`config.mk`:
```
export PLATFORM = sky130hd
export DESIGN_NAME = peripheral_disable_control
export DESIGN_NICKNAME = d
export VERILOG_FILES = /design/src/hdl/periph_disable_pkg.sv /design/src/hdl/periph_gate.sv /design/src/hdl/peripheral_disable_control.sv
export VERILOG_INCLUDE_DIRS = /design/src /design/src/hdl
export SDC_FILE = /design/constraint.sdc
export NUM_CORES = 1
export LEC_CHECK = 0
export ABC_AREA = 0
export BUFFER_PORTS_ARGS = -buffer_cell sky130_fd_sc_hd__buf_2
export CAP_MARGIN = 0
export CORE_ASPECT_RATIO = 0.7
export CORE_UTILIZATION = 53
export CTS_BUF_LIST = sky130_fd_sc_hd__clkbuf_16
export DETAILED_ROUTE_END_ITERATION = 8
export PLACE_DENSITY = 0.77
export SYNTH_ARGS = -nofsm -noshare
export SYNTH_HDL_FRONTEND = slang
export SYNTH_SLANG_ARGS = --single-unit
```
`constraint.sdc`:
```
create_clock -name i_clk -period 10.9 [get_ports i_clk]
set_input_delay 1.635 -clock i_clk [delete_from_list [all_inputs] [get_ports i_clk]]
set_output_delay 1.635 -clock i_clk [all_outputs]
set_load 0.01 [all_outputs]
```
`src/hdl/periph_disable_params.svh`:
```
// Offsets, field positions, reset values and counts of the disable bank
`ifndef PERIPH_DISABLE_PARAMS_SVH
`define PERIPH_DISABLE_PARAMS_SVH

// Register indices; byte address is four times the index
`define PDC_IDX_DISABLE0 12'h010C
`define PDC_IDX_DISABLE1 12'h010D
`define PDC_IDX_DISABLE2 12'h010E
`define PDC_IDX_DISABLE3 12'h010F
`define PDC_IDX_READY0 12'h0120
`define PDC_IDX_READY1 12'h0121
`define PDC_IDX_READY2 12'h0122
`define PDC_IDX_READY3 12'h0123
`define PDC_ADDR_DISABLE0 12'h0430
`define PDC_ADDR_DISABLE1 12'h0434
`define PDC_ADDR_DISABLE2 12'h0438
`define PDC_ADDR_DISABLE3 12'h043C
`define PDC_ADDR_READY0 12'h0480
`define PDC_ADDR_READY1 12'h0484
`define PDC_ADDR_READY2 12'h0488
`define PDC_ADDR_READY3 12'h048C

// Reset values and implemented-bit masks, one byte per register
`define PDC_DISABLE_RESET 32'h0000_0000
`define PDC_IMPL_MASK0 8'hFF
`define PDC_IMPL_MASK1 8'hEF
`define PDC_IMPL_MASK2 8'hF9
`define PDC_IMPL_MASK3 8'hFF

// Bit positions within the flat 32-bit disable vector {r3, r2, r1, r0}
`define PDC_BIT_NONVOLATILE_ACCESS 0
`define PDC_BIT_CHECKSUM_UNIT 1
`define PDC_BIT_MEMORY_SCANNER 2
`define PDC_BIT_SYSTEM_CLOCK_NET 3
`define PDC_BIT_CLOCK_TUNING 4
`define PDC_BIT_PIN_CHANGE_IRQ 5
`define PDC_BIT_CLOCK_REFERENCE 6
`define PDC_BIT_TIMER_ZERO 7
`define PDC_BIT_TIMER_ONE 8
`define PDC_BIT_TIMER_THREE 9
`define PDC_BIT_TIMER_TWO 10
`define PDC_BIT_TIMER_FOUR 11
`define PDC_BIT_CAPTURE_COMPARE_ONE 13
`define PDC_BIT_CAPTURE_COMPARE_TWO 14
`define PDC_BIT_PULSE_WIDTH_ONE 15
`define PDC_BIT_PULSE_WIDTH_TWO 16
`define PDC_BIT_NUMERIC_OSC_ONE 19
`define PDC_BIT_WAVEFORM_GEN_ONE 20
`define PDC_BIT_LOGIC_CELL_ONE 21
`define PDC_BIT_LOGIC_CELL_TWO 22
`define PDC_BIT_LOGIC_CELL_THREE 23
`define PDC_BIT_LOGIC_CELL_FOUR 24
`define PDC_BIT_ASYNC_SERIAL_ONE 25
`define PDC_BIT_ASYNC_SERIAL_TWO 26
`define PDC_BIT_SERIAL_PORT_ONE 27
`define PDC_BIT_SERIAL_PORT_TWO 28
`define PDC_BIT_VOLTAGE_REFERENCE 29
`define PDC_BIT_COMPARATOR_ONE 30
`define PDC_BIT_COMPARATOR_TWO 31

// Settling window: two instruction cycles of four clocks each
`define PDC_CLOCKS_PER_INSTR 4
`define PDC_SETTLE_INSTR 2
`define PDC_SETTLE_CYCLES (`PDC_SETTLE_INSTR * `PDC_CLOCKS_PER_INSTR)

`endif

```
`src/hdl/periph_disable_pkg.sv`:
```
// Types shared by the peripheral disable bank
package periph_disable_pkg;
	// Gray coded along on -> held -> settle; the settle -> on step flips both bits
	typedef enum logic [1:0] {
		GATE_ON = 2'b00,
		GATE_HELD = 2'b01,
		GATE_SETTLE = 2'b11
	} gate_state_t;

	typedef logic [7:0] reg_byte_t;
	typedef logic [3:0] settle_count_t;
endpackage : periph_disable_pkg

```
`src/hdl/periph_gate.sv`:
```
// Per-peripheral reset hold, output gate and settle tracker
`timescale 1ns/1ns
`include "periph_disable_params.svh"
module periph_gate import periph_disable_pkg::*; (
	input wire logic i_clk,
	input wire logic i_rst,
	input wire logic i_off,
	output logic o_hold_reset,
	output logic o_out_enable,
	output logic o_ready
);
	gate_state_t state_q, state_d;
	settle_count_t count_q, count_d;
	logic hold_q, hold_d;
	logic out_en_q, out_en_d;
	logic ready_q, ready_d;

	// Next state; a fresh disable during settling goes straight back to held
	always_comb begin
		state_d = state_q;
		count_d = count_q;
		case (state_q)
			GATE_ON: begin
				if (i_off) begin
					state_d = GATE_HELD;
				end
			end
			GATE_HELD: begin
				if (!i_off) begin
					state_d = GATE_SETTLE;
					count_d = settle_count_t'(`PDC_SETTLE_CYCLES);
				end
			end
			GATE_SETTLE: begin
				if (i_off) begin
					state_d = GATE_HELD;
				end else if (count_q <= settle_count_t'(1)) begin
					state_d = GATE_ON;
					count_d = settle_count_t'(0);
				end else begin
					count_d = count_q - settle_count_t'(1);
				end
			end
			default: begin
				state_d = GATE_ON;
				count_d = settle_count_t'(0);
			end
		endcase
		hold_d = (state_d == GATE_HELD);
		out_en_d = (state_d != GATE_HELD);
		ready_d = (state_d == GATE_ON);
	end

	// Reset leaves every peripheral running
	always_ff @(posedge i_clk or posedge i_rst) begin
		if (i_rst) begin
			state_q <= GATE_ON;
			count_q <= 4'h0;
			hold_q <= 1'b0;
			out_en_q <= 1'b1;
			ready_q <= 1'b1;
		end else begin
			state_q <= state_d;
			count_q <= count_d;
			hold_q <= hold_d;
			out_en_q <= out_en_d;
			ready_q <= ready_d;
		end
	end

	assign o_hold_reset = hold_q;
	assign o_out_enable = out_en_q;
	assign o_ready = ready_q;
endmodule : periph_gate

```
`src/hdl/peripheral_disable_control.sv`:
```
// Peripheral disable register bank with APB slave and per-unit gating
//
// Our own choice: the APB register port.
`timescale 1ns/1ns
`include "periph_disable_params.svh"

// Summary of operation
// - Every disable bit is zero after any reset; all units run.
// - A unit whose disable bit is set is held in reset.
// - A disabled unit's registers ignore writes and read back zero.
// - A disabled unit's outputs are forced inactive.
// - Clearing a disable bit restarts the unit at power-on values.
// - Register zero disables timer 0 down to nonvolatile access, bit 7 to 0.
// - Clock network off stops full-rate clock; quarter-rate units run on.
// - Nonvolatile access off blocks memory access and control writes.
// - Register one: pulse width 1, capture 2/1, gap, timers 4, 2, 3, 1.
// - Register two: cells 3/2/1, waveform, oscillator, gap, pulse width 2.
// - Register three: comparators, voltage ref, serial, async, cell 4.
// - Implemented disable bits are readable and writable, 8 bits wide.
module peripheral_disable_control import periph_disable_pkg::*; (
	input wire logic i_clk,
	input wire logic i_rst,
	// APB slave
	input wire logic i_psel,
	input wire logic i_penable,
	input wire logic i_pwrite,
	input wire logic [11:0] i_paddr,
	input wire logic [31:0] i_pwdata,
	input wire logic [3:0] i_pstrb,
	output logic [31:0] o_prdata,
	output logic o_pready,
	output logic o_pslverr,
	// Core access to peripheral registers
	input wire logic i_sfr_req,
	input wire logic i_sfr_write,
	input wire logic [4:0] i_sfr_owner,
	input wire logic [7:0] i_sfr_rdata,
	output logic o_sfr_grant,
	output logic o_sfr_write_en,
	output logic [7:0] o_sfr_rdata,
	// Nonvolatile memory access path
	input wire logic i_nvm_mem_req,
	input wire logic i_nvm_ctrl_write,
	output logic o_nvm_mem_grant,
	output logic o_nvm_ctrl_write_en,
	// Full-rate peripheral clock network enable
	output logic o_sysclk_net_en,
	// Per-unit control, indexed by disable bit position
	output logic [31:0] o_hold_reset,
	output logic [31:0] o_out_enable,
	output logic [31:0] o_periph_ready
);

	// Disable bits as a flat vector {register 3, 2, 1, 0}
	logic [31:0] disable_q, disable_d;

	// APB answer state
	logic pready_q, pready_d;
	logic pslverr_q, pslverr_d;
	logic [31:0] prdata_q, prdata_d;

	// Gated core access to peripheral registers
	logic sfr_grant_q, sfr_grant_d;
	logic sfr_write_en_q, sfr_write_en_d;
	reg_byte_t sfr_rdata_q, sfr_rdata_d;

	// Nonvolatile memory and clock network gates
	logic nvm_mem_grant_q, nvm_mem_grant_d;
	logic nvm_ctrl_wr_q, nvm_ctrl_wr_d;
	logic sysclk_en_q, sysclk_en_d;

	// Address decode results
	logic addr_hit;
	logic addr_is_ctl;
	logic [1:0] addr_sel;

	// Per-unit ready, hold and output-enable flags, gathered from the gates
	logic [31:0] ready_vec;
	logic [31:0] hold_vec;
	logic [31:0] out_en_vec;

	// Implemented-bit mask in the same layout as the disable vector
	logic [31:0] impl_mask;
	assign impl_mask = {`PDC_IMPL_MASK3, `PDC_IMPL_MASK2,
		`PDC_IMPL_MASK1, `PDC_IMPL_MASK0};

	// Phases of an APB transfer as seen by this slave
	logic apb_access;
	logic apb_first;
	logic apb_commit;
	assign apb_access = i_psel & i_penable;
	assign apb_first = apb_access & ~pready_q;
	assign apb_commit = apb_access & pready_q;

	// Address decode; exact word compare, so unaligned addresses miss
	always_comb begin
		addr_hit = 1'b0;
		addr_is_ctl = 1'b0;
		addr_sel = 2'd0;
		if (i_paddr == `PDC_ADDR_DISABLE0) begin
			addr_hit = 1'b1;
			addr_is_ctl = 1'b1;
			addr_sel = 2'd0;
		end else if (i_paddr == `PDC_ADDR_DISABLE1) begin
			addr_hit = 1'b1;
			addr_is_ctl = 1'b1;
			addr_sel = 2'd1;
		end else if (i_paddr == `PDC_ADDR_DISABLE2) begin
			addr_hit = 1'b1;
			addr_is_ctl = 1'b1;
			addr_sel = 2'd2;
		end else if (i_paddr == `PDC_ADDR_DISABLE3) begin
			addr_hit = 1'b1;
			addr_is_ctl = 1'b1;
			addr_sel = 2'd3;
		end else if (i_paddr == `PDC_ADDR_READY0) begin
			addr_hit = 1'b1;
			addr_sel = 2'd0;
		end else if (i_paddr == `PDC_ADDR_READY1) begin
			addr_hit = 1'b1;
			addr_sel = 2'd1;
		end else if (i_paddr == `PDC_ADDR_READY2) begin
			addr_hit = 1'b1;
			addr_sel = 2'd2;
		end else if (i_paddr == `PDC_ADDR_READY3) begin
			addr_hit = 1'b1;
			addr_sel = 2'd3;
		end
	end

	// APB answer: one wait state, so the answer always comes from flops.
	// Read data and error are sampled in the first access cycle and pready
	// rises for the second; the write lands on that same completing edge.
	always_comb begin
		pready_d = 1'b0;
		pslverr_d = pslverr_q;
		prdata_d = prdata_q;
		if (apb_first) begin
			pready_d = 1'b1;
			pslverr_d = ~addr_hit;
			prdata_d = 32'h0000_0000;
			if (addr_hit && !i_pwrite) begin
				if (addr_is_ctl) begin
					prdata_d[7:0] = disable_q[addr_sel*8 +: 8]
						& impl_mask[addr_sel*8 +: 8];
				end else begin
					prdata_d[7:0] = ready_vec[addr_sel*8 +: 8]
						& impl_mask[addr_sel*8 +: 8];
				end
			end
		end else if (!i_psel) begin
			// Idle bus: drop stale data so nothing leaks between transfers
			pslverr_d = 1'b0;
			prdata_d = 32'h0000_0000;
		end
	end

	// Disable bits; only lane 0 carries data, the upper lanes are ignored.
	// Writes to the read-only ready registers are dropped without error.
	always_comb begin
		disable_d = disable_q;
		if (apb_commit && i_pwrite && addr_hit && addr_is_ctl
			&& i_pstrb[0]) begin
			disable_d[addr_sel*8 +: 8] = i_pwdata[7:0]
				& impl_mask[addr_sel*8 +: 8];
		end
		disable_d = disable_d & impl_mask;
	end

	// Core access to a unit's registers is refused while that unit is off.
	// The owner index follows the disable vector layout; a refused read
	// answers zero and a refused write never reaches the unit.
	always_comb begin
		sfr_grant_d = 1'b0;
		sfr_write_en_d = 1'b0;
		sfr_rdata_d = 8'h00;
		if (i_sfr_req && !disable_q[i_sfr_owner]) begin
			sfr_grant_d = 1'b1;
			sfr_write_en_d = i_sfr_write;
			if (!i_sfr_write) begin
				sfr_rdata_d = i_sfr_rdata;
			end
		end
		if (i_sfr_req && disable_q[i_sfr_owner]) begin
			sfr_rdata_d = 8'h00;
		end
	end

	// Nonvolatile access: memory traffic and control writes both stop
	// while the access bit is set; nothing is queued for later.
	always_comb begin
		nvm_mem_grant_d = i_nvm_mem_req
			& ~disable_q[`PDC_BIT_NONVOLATILE_ACCESS];
		nvm_ctrl_wr_d = i_nvm_ctrl_write
			& ~disable_q[`PDC_BIT_NONVOLATILE_ACCESS];
	end

	// Full-rate clock network enable. The quarter-rate clock has no gate
	// here at all, so units on it keep running whatever this bit says.
	always_comb begin
		sysclk_en_d = ~disable_q[`PDC_BIT_SYSTEM_CLOCK_NET];
	end

	// Register state; all disable bits clear so every unit starts enabled
	always_ff @(posedge i_clk or posedge i_rst) begin
		if (i_rst) begin
			disable_q <= `PDC_DISABLE_RESET;
			pready_q <= 1'b0;
			pslverr_q <= 1'b0;
			prdata_q <= 32'h0000_0000;
		end else begin
			disable_q <= disable_d;
			pready_q <= pready_d;
			pslverr_q <= pslverr_d;
			prdata_q <= prdata_d;
		end
	end

	// Access gates; reset grants nothing until a request arrives and leaves the clock network enabled
	always_ff @(posedge i_clk or posedge i_rst) begin
		if (i_rst) begin
			sfr_grant_q <= 1'b0;
			sfr_write_en_q <= 1'b0;
			sfr_rdata_q <= 8'h00;
			nvm_mem_grant_q <= 1'b0;
			nvm_ctrl_wr_q <= 1'b0;
			sysclk_en_q <= 1'b1;
		end else begin
			sfr_grant_q <= sfr_grant_d;
			sfr_write_en_q <= sfr_write_en_d;
			sfr_rdata_q <= sfr_rdata_d;
			nvm_mem_grant_q <= nvm_mem_grant_d;
			nvm_ctrl_wr_q <= nvm_ctrl_wr_d;
			sysclk_en_q <= sysclk_en_d;
		end
	end

	// One gate per disable bit. Unimplemented positions never see a set
	// bit, so their gates simply idle in the running state.
	// The settle window covers the two-instruction quiet time software
	// owes after a re-enable; the ready flags let it poll instead of count.
	generate
		for (genvar g = 0; g < 32; g++) begin : gen_gate
			periph_gate u_gate (
				.i_clk(i_clk),
				.i_rst(i_rst),
				.i_off(disable_q[g]),
				.o_hold_reset(hold_vec[g]),
				.o_out_enable(out_en_vec[g]),
				.o_ready(ready_vec[g])
			);
		end
	endgenerate

	// Outputs straight from flops
	assign o_prdata = prdata_q;
	assign o_pready = pready_q;
	assign o_pslverr = pslverr_q;
	assign o_sfr_grant = sfr_grant_q;
	assign o_sfr_write_en = sfr_write_en_q;
	assign o_sfr_rdata = sfr_rdata_q;
	assign o_nvm_mem_grant = nvm_mem_grant_q;
	assign o_nvm_ctrl_write_en = nvm_ctrl_wr_q;
	assign o_sysclk_net_en = sysclk_en_q;
	assign o_hold_reset = hold_vec;
	assign o_out_enable = out_en_vec;
	assign o_periph_ready = ready_vec;

endmodule : peripheral_disable_control

```
-- Word-level counts from Yosys, hierarchy flattened
Cells that the tools add are included.
- $add $sub $neg: 33
- multiply operators: 0
- divide/modulo/power cells: 0
- magnitude comparators: 33
- equal/unequal tests: 195
- shift-type cells: 5
- muxes and demuxes: 308
- bitwise logic cells: 41
- reductions and logical operators: 102
- operators by type and width (kind ; count):
    $pmux 4 s3 ; 32
    $mux 4 ; 90
    $mux 2 ; 127
    $pmux 2 s3 ; 32
    $eq 2x1->1 const B ; 64
    $le 4x1->1 const B ; 32
    $logic_not 2->1 ; 64
    $sub 4x1->4 const B ; 32
    $ne 2x2->1 const B ; 58
    $eq 12x11->1 const B ; 8
    $reduce_and 3->1 ; 29
    $ne 2x1->1 const B ; 33
    $eq 2x2->1 const B ; 32
    $mux 32 ; 2
    $shiftx 32x6->8 ; 2
    $mux 8 ; 5
    $neg 5->34 ; 1
    $shift 8x34->32 const A ; 1
    $shiftx 8x34->32 ; 1
    $not 1->1 ; 33
    $bwmux 32 ; 1
    $shiftx 32x6->8 const A ; 1
    $and 8x8->8 ; 3
    $mux 1 ; 18
    other kinds (5) ; 16
- register bits after elaboration: 364
- latch bits: 0
- bits in writable memories: 0
- bits in read-only memories: 0
- bits of input ports: 70
- output and inout port bits: 143
- logic and storage cells: 887
- memories kept: 0

-- Depth between registers and ports, before layout
- word-level depth: 14
- gate-level depth with buffers: 9
- gate-level depth less buffers: 8

-- Hierarchy
Synthesis repeated with hierarchy kept, for this count alone.
- cells, all modules: 1751
- area, all modules: 17498.0 µm²
- by module, submodules not included (module ; times used ; cells each ; area each (µm²) ; seq. area each (µm²)):
    periph_gate ; 32 ; 44 ; 442.9 ; 227.7
    peripheral_disable_control ; 1 ; 343 ; 3324.4 ; 1302.5

-- Worst setup path after synthesis
Ideal clock, no wire load.
- kind: input to register
- start point: in i_paddr[9]
- end point: reg disable_q[1]
- setup time: 0.068 ns
- arrival time: 4.013 ns
- data required time: 10.832 ns
- slack: 6.819 ns
- cell stages on the path: 7
- path buffers: 1
- cells stage by stage: nor4b_1 o2111ai_1 clkbuf_1 inv_1 ha_1 nor3_1 a32o_1
- cells in the longest elaborated chain, start to end: 13
- elaborated cells on any way between the ends: 37
- classes of those cells: 1 x add/sub; 8 x eq/ne; 3 x shift; 21 x mux; 1 x bitwise; 3 x reduce/logical
- RTL lines (item ; RTL line ; source):
    from (decl) ; peripheral_disable_control.sv:27 ; input wire logic [11:0] i_paddr,
    $eq 12x11->1 (no line) ; n/a ;
    $mux 2 ; peripheral_disable_control.sv:125 ; end else if (i_paddr == `PDC_ADDR_READY3) begin
    $mux 2 ; peripheral_disable_control.sv:122 ; end else if (i_paddr == `PDC_ADDR_READY2) begin
    $mux 2 ; peripheral_disable_control.sv:119 ; end else if (i_paddr == `PDC_ADDR_READY1) begin
    $mux 2 ; peripheral_disable_control.sv:116 ; end else if (i_paddr == `PDC_ADDR_READY0) begin
    $mux 2 ; peripheral_disable_control.sv:112 ; end else if (i_paddr == `PDC_ADDR_DISABLE3) begin
    $mux 2 ; peripheral_disable_control.sv:108 ; end else if (i_paddr == `PDC_ADDR_DISABLE2) begin
    $mux 2 ; peripheral_disable_control.sv:104 ; end else if (i_paddr == `PDC_ADDR_DISABLE1) begin
    $mux 2 ; peripheral_disable_control.sv:100 ; if (i_paddr == `PDC_ADDR_DISABLE0) begin
    $shiftx 32x6->8 ; peripheral_disable_control.sv:165 ; & impl_mask[addr_sel*8 +: 8];
    $and 8x8->8 ; peripheral_disable_control.sv:165 ;
    $shiftx 8x34->32 ; peripheral_disable_control.sv:164 ; disable_d[addr_sel*8 +: 8] = i_pwdata[7:0]
    $bwmux 32 ; peripheral_disable_control.sv:164 ;
    to (signal assigned) ; peripheral_disable_control.sv:207 ; disable_q <= `PDC_DISABLE_RESET;
    to (signal assigned) ; peripheral_disable_control.sv:212 ; disable_q <= disable_d;
    to (decl) ; peripheral_disable_control.sv:55 ; logic [31:0] disable_q, disable_d;
Parallel ways exist; a longest one is shown, timed or not.
A chain may end at the register's enable or synchronous reset.

-- Worst setup path after layout
- start point: in i_paddr[9]
- end point: reg disable_q[2]
Same word-level chain as after synthesis.

==> impl_metrics.tcl <==
set metrics [dict create \
    dpl_cell_area_um2 17500 \
    gp_congestion 0.904 \
    yosysSeqAreaShare_pct 50.4 \
    worstHoldPathType "flip-flop to flip-flop" \
    cts.path.max_buffers 3 \
    routed_wirelength_um 37500 \
    num-fill-cells 2634 \
    powerDensity_nw_per_um2 138 \
    ioPinCount 213 \
    synth_cell_type_count 64 \
    track_usage_pct 22.8 \
    synth-edff-count 0 \
    grt_pass1_vias 12000 \
    firstDrtPassIters 7 \
    skew_ns 0.0159 \
    status "completed" \
    final_common_cell "dfrtp_1" \
    numCtsBuffers 36 \
    clock_sinks 340 \
    syn_to_final_growth_pct 9.24 \
    rsz0062_at_grt "false" \
    core_um2 31400 \
    setup_viol 0 \
    root_buffer "clkbuf_16" \
    tns_ns 0 \
    worstMarginPinSlew_ns 1.10 \
    fp-row-count 54 \
    start_util_pct 54.2 \
    port_buffers 161 \
    period_minus_slack_ns 4.53 \
    fin_nets 1954 \
    htree_levels 2 \
    crit_required_ns 11.36 \
    cts.hold.buffers_added 0 \
    min_to "o_prdata[3]" \
    setup_ws_ns 6.37 \
    cts_resized 0 \
    drtIter0Drc 1113 \
    ant_nets 0 \
    synth_warnings 0 \
    finalNonFillerCells 2264 \
    viasPerCell 5.60 \
    grt_max_degree 77 \
    netlist.area_leader.share_pct 40.4 \
    antenna_found_initial 4 \
    grt_pass1_wl_um 61000 \
    grt-ovfl-total 0 \
    clk_pin_slew_ns 0.06 \
    peakVddDrop_mv 0.100 \
    r2r_slack_ns 8.53 \
    yosys.area.top_type "dfrtp_1" \
    placed_cells 2195 \
    final_cell_mix "dfrtp_1, inv_1, nand2_1, o21ai_0, buf_2" \
    hp-start "o_prdata[3]" \
    relSlewSlack_pct 25.5 \
    dp_hpwl_um 27000 \
    syn_area_per_cell_um2 9.81 \
    routed-via-count 12700 \
    end_kind "flip-flop" \
    ys_ff_latch 340 \
    synthTopCellsByArea "dfrtp_1, dfstp_2, buf_4, ha_1, o21ai_0" \
    clock_latency_ns 0.54 \
    path_class "input port to flip-flop" \
    cts_tree "done" \
    cellLeakagePower_nw 8.86 \
    async_reset_ff_share_pct 100 \
    synthFlopType "dfrtp_1" \
    drv_slew 0 \
    crit_fanout 8 \
    fin_area_um2 18600 \
    hold_depth 2 \
    wl_per_cell_um 16.6 \
    r2r-end "o_sfr_rdata[2]" \
    post_cts.repair.setup_buffers 0 \
    drc 0 \
    netlist_instances 1737 \
    worstPathArrival_ns 4.99 \
    reg2reg_depth 4 \
    synth_area_um2 17000 \
    die_y_um 152 \
    hold_viol_final 0 \
    final.period_utilization_pct 41.5 \
    total_power_w 0.00257 \
    cap_violations 0 \
    layout-drive-gt1-share_pct 17.1 \
    dieWidth_um 216 \
    fmax_mhz 221 \
    dieArea_um2 32900 \
    dpl_worst_slack_ns 6.02 \
    timing.rr.start "disable_q[0]" \
    crit_path_start_kind "input port" \
]
logic make-up (layout without fill, tap and decap cells):
logic type | after synthesis | in the layout | share of synthesized area (%)
flops | 340 | 340 | 50.4
mux | 29 | 29 | 2.29
buf+inv | 334 | 410 | 10.1
compound gates | 444 | 444 | 17.4
simple gates | 517 | 517 | 14.5
fa+ha+maj | 71 | 71 | 5.21
other cells | 2 | 33 | 0.0441
worst max-delay path by stage:
stage / depth (start not counted) / slack (ns) / start / endpoint
2_1_floorplan: 1 / 4.77 / i_rst / disable_q[0]
3_3_place_gp: 7 / 6.06 / i_paddr[9] / disable_q[1]
3_5_place_dp: 7 / 6.02 / i_paddr[9] / disable_q[2]
4_1_cts: 7 / 6.54 / i_paddr[9] / disable_q[2]
5_1_grt: 7 / 6.25 / i_paddr[9] / disable_q[2]
6_report: 7 / 6.37 / i_paddr[9] / disable_q[2]
metrics by stage:
stage	hold WS (ns)	utilization (%)
6_report	0.473	59.3
3_3_place_gp	0.457	55.6
5_1_grt	0.532	59.3
2_1_floorplan	0.461	-
4_1_cts	0.477	59.2
3_5_place_dp	0.463	55.6
layer usage:
metal	vias up	track usage (%)	share of wire, %
li1	6027	-	-
met1	6192	31.9	45
met2	401	35.4	46
met3	58	5.07	6.6
met4	2	7.61	2.5
met5	-	0	0.045
layout make-up:
cell class | instances | area [um2] | share of cell area (%)
inverter | 176 | 664 | 3.57
clock inverter | 29 | 214 | 1.15
clock buffer | 37 | 926 | 4.97
antenna | 3 | 7.51 | 0.0403
tap | 420 | 526 | 2.82
sequential | 340 | 8590 | 46.1
timing repair buffer | 168 | 858 | 4.61
multi-input combinational | 1091 | 6830 | 36.7
worst max-delay path, stage by stage:
cell and delay [ns]:
buf_2 0.10, nor4b_1 0.94, o2111ai_1 0.60, inv_1 0.27
ha_1 0.33, nor3_1 0.84, a32o_1 0.28
report_power, final:
| part | internal, W | switching (W) |
|---|---|---|
| registers | 0.00128 | 0.0000125 |
| logic | 0.0000261 | 0.0000617 |
| clock network | 0.000689 | 0.000503 |
synth_stat cells, types with 2 or more instances:
| cell type | instances |
|---|---|
| or3_1 | 38 |
| o311ai_0 | 2 |
| o31a_1 | 15 |
| nand2_1 | 181 |
| buf_6 | 2 |
| nor2_1 | 116 |
| o21ai_0 | 177 |
| nand3b_1 | 8 |
| buf_4 | 120 |
| o31ai_1 | 29 |
| o211ai_1 | 2 |
| a211oi_1 | 4 |
| a32o_1 | 3 |
| conb_1 | 2 |
| a21boi_0 | 17 |
| ha_1 | 71 |
| nor3_1 | 48 |
| nor4_1 | 4 |
| o32ai_1 | 7 |
| nor2b_1 | 16 |
| mux4_2 | 8 |
| or3b_2 | 3 |
| a21o_1 | 17 |
| and3_1 | 6 |
| a22o_2 | 6 |
| nor3b_1 | 10 |
| nand2b_1 | 38 |
| or4_1 | 5 |
| a31o_2 | 2 |
| dfstp_2 | 65 |
| o221ai_1 | 12 |
| dfrtp_1 | 275 |
| o2bb2ai_1 | 2 |
| a22o_1 | 84 |
| nand3_1 | 19 |
| a21oi_1 | 52 |
| o41ai_1 | 3 |
| and2_1 | 4 |
| buf_1 | 3 |
| or4b_2 | 2 |
| mux2i_1 | 21 |
| inv_1 | 175 |
| clkbuf_1 | 32 |
| nand4_1 | 11 |
flip-flops by register name, summed over array words and instances, names as in the netlist, 8 cells and up:
signal	count
gen_gate.u_gate.count_q	128
o_sfr_rdata	8
gen_gate.u_gate.o_hold_reset	32
gen_gate.u_gate.o_out_enable	32
o_prdata	8
gen_gate.u_gate.o_ready	32
disable_q	29
gen_gate.u_gate.state_q	64
(Power assumes the default switching activity.)
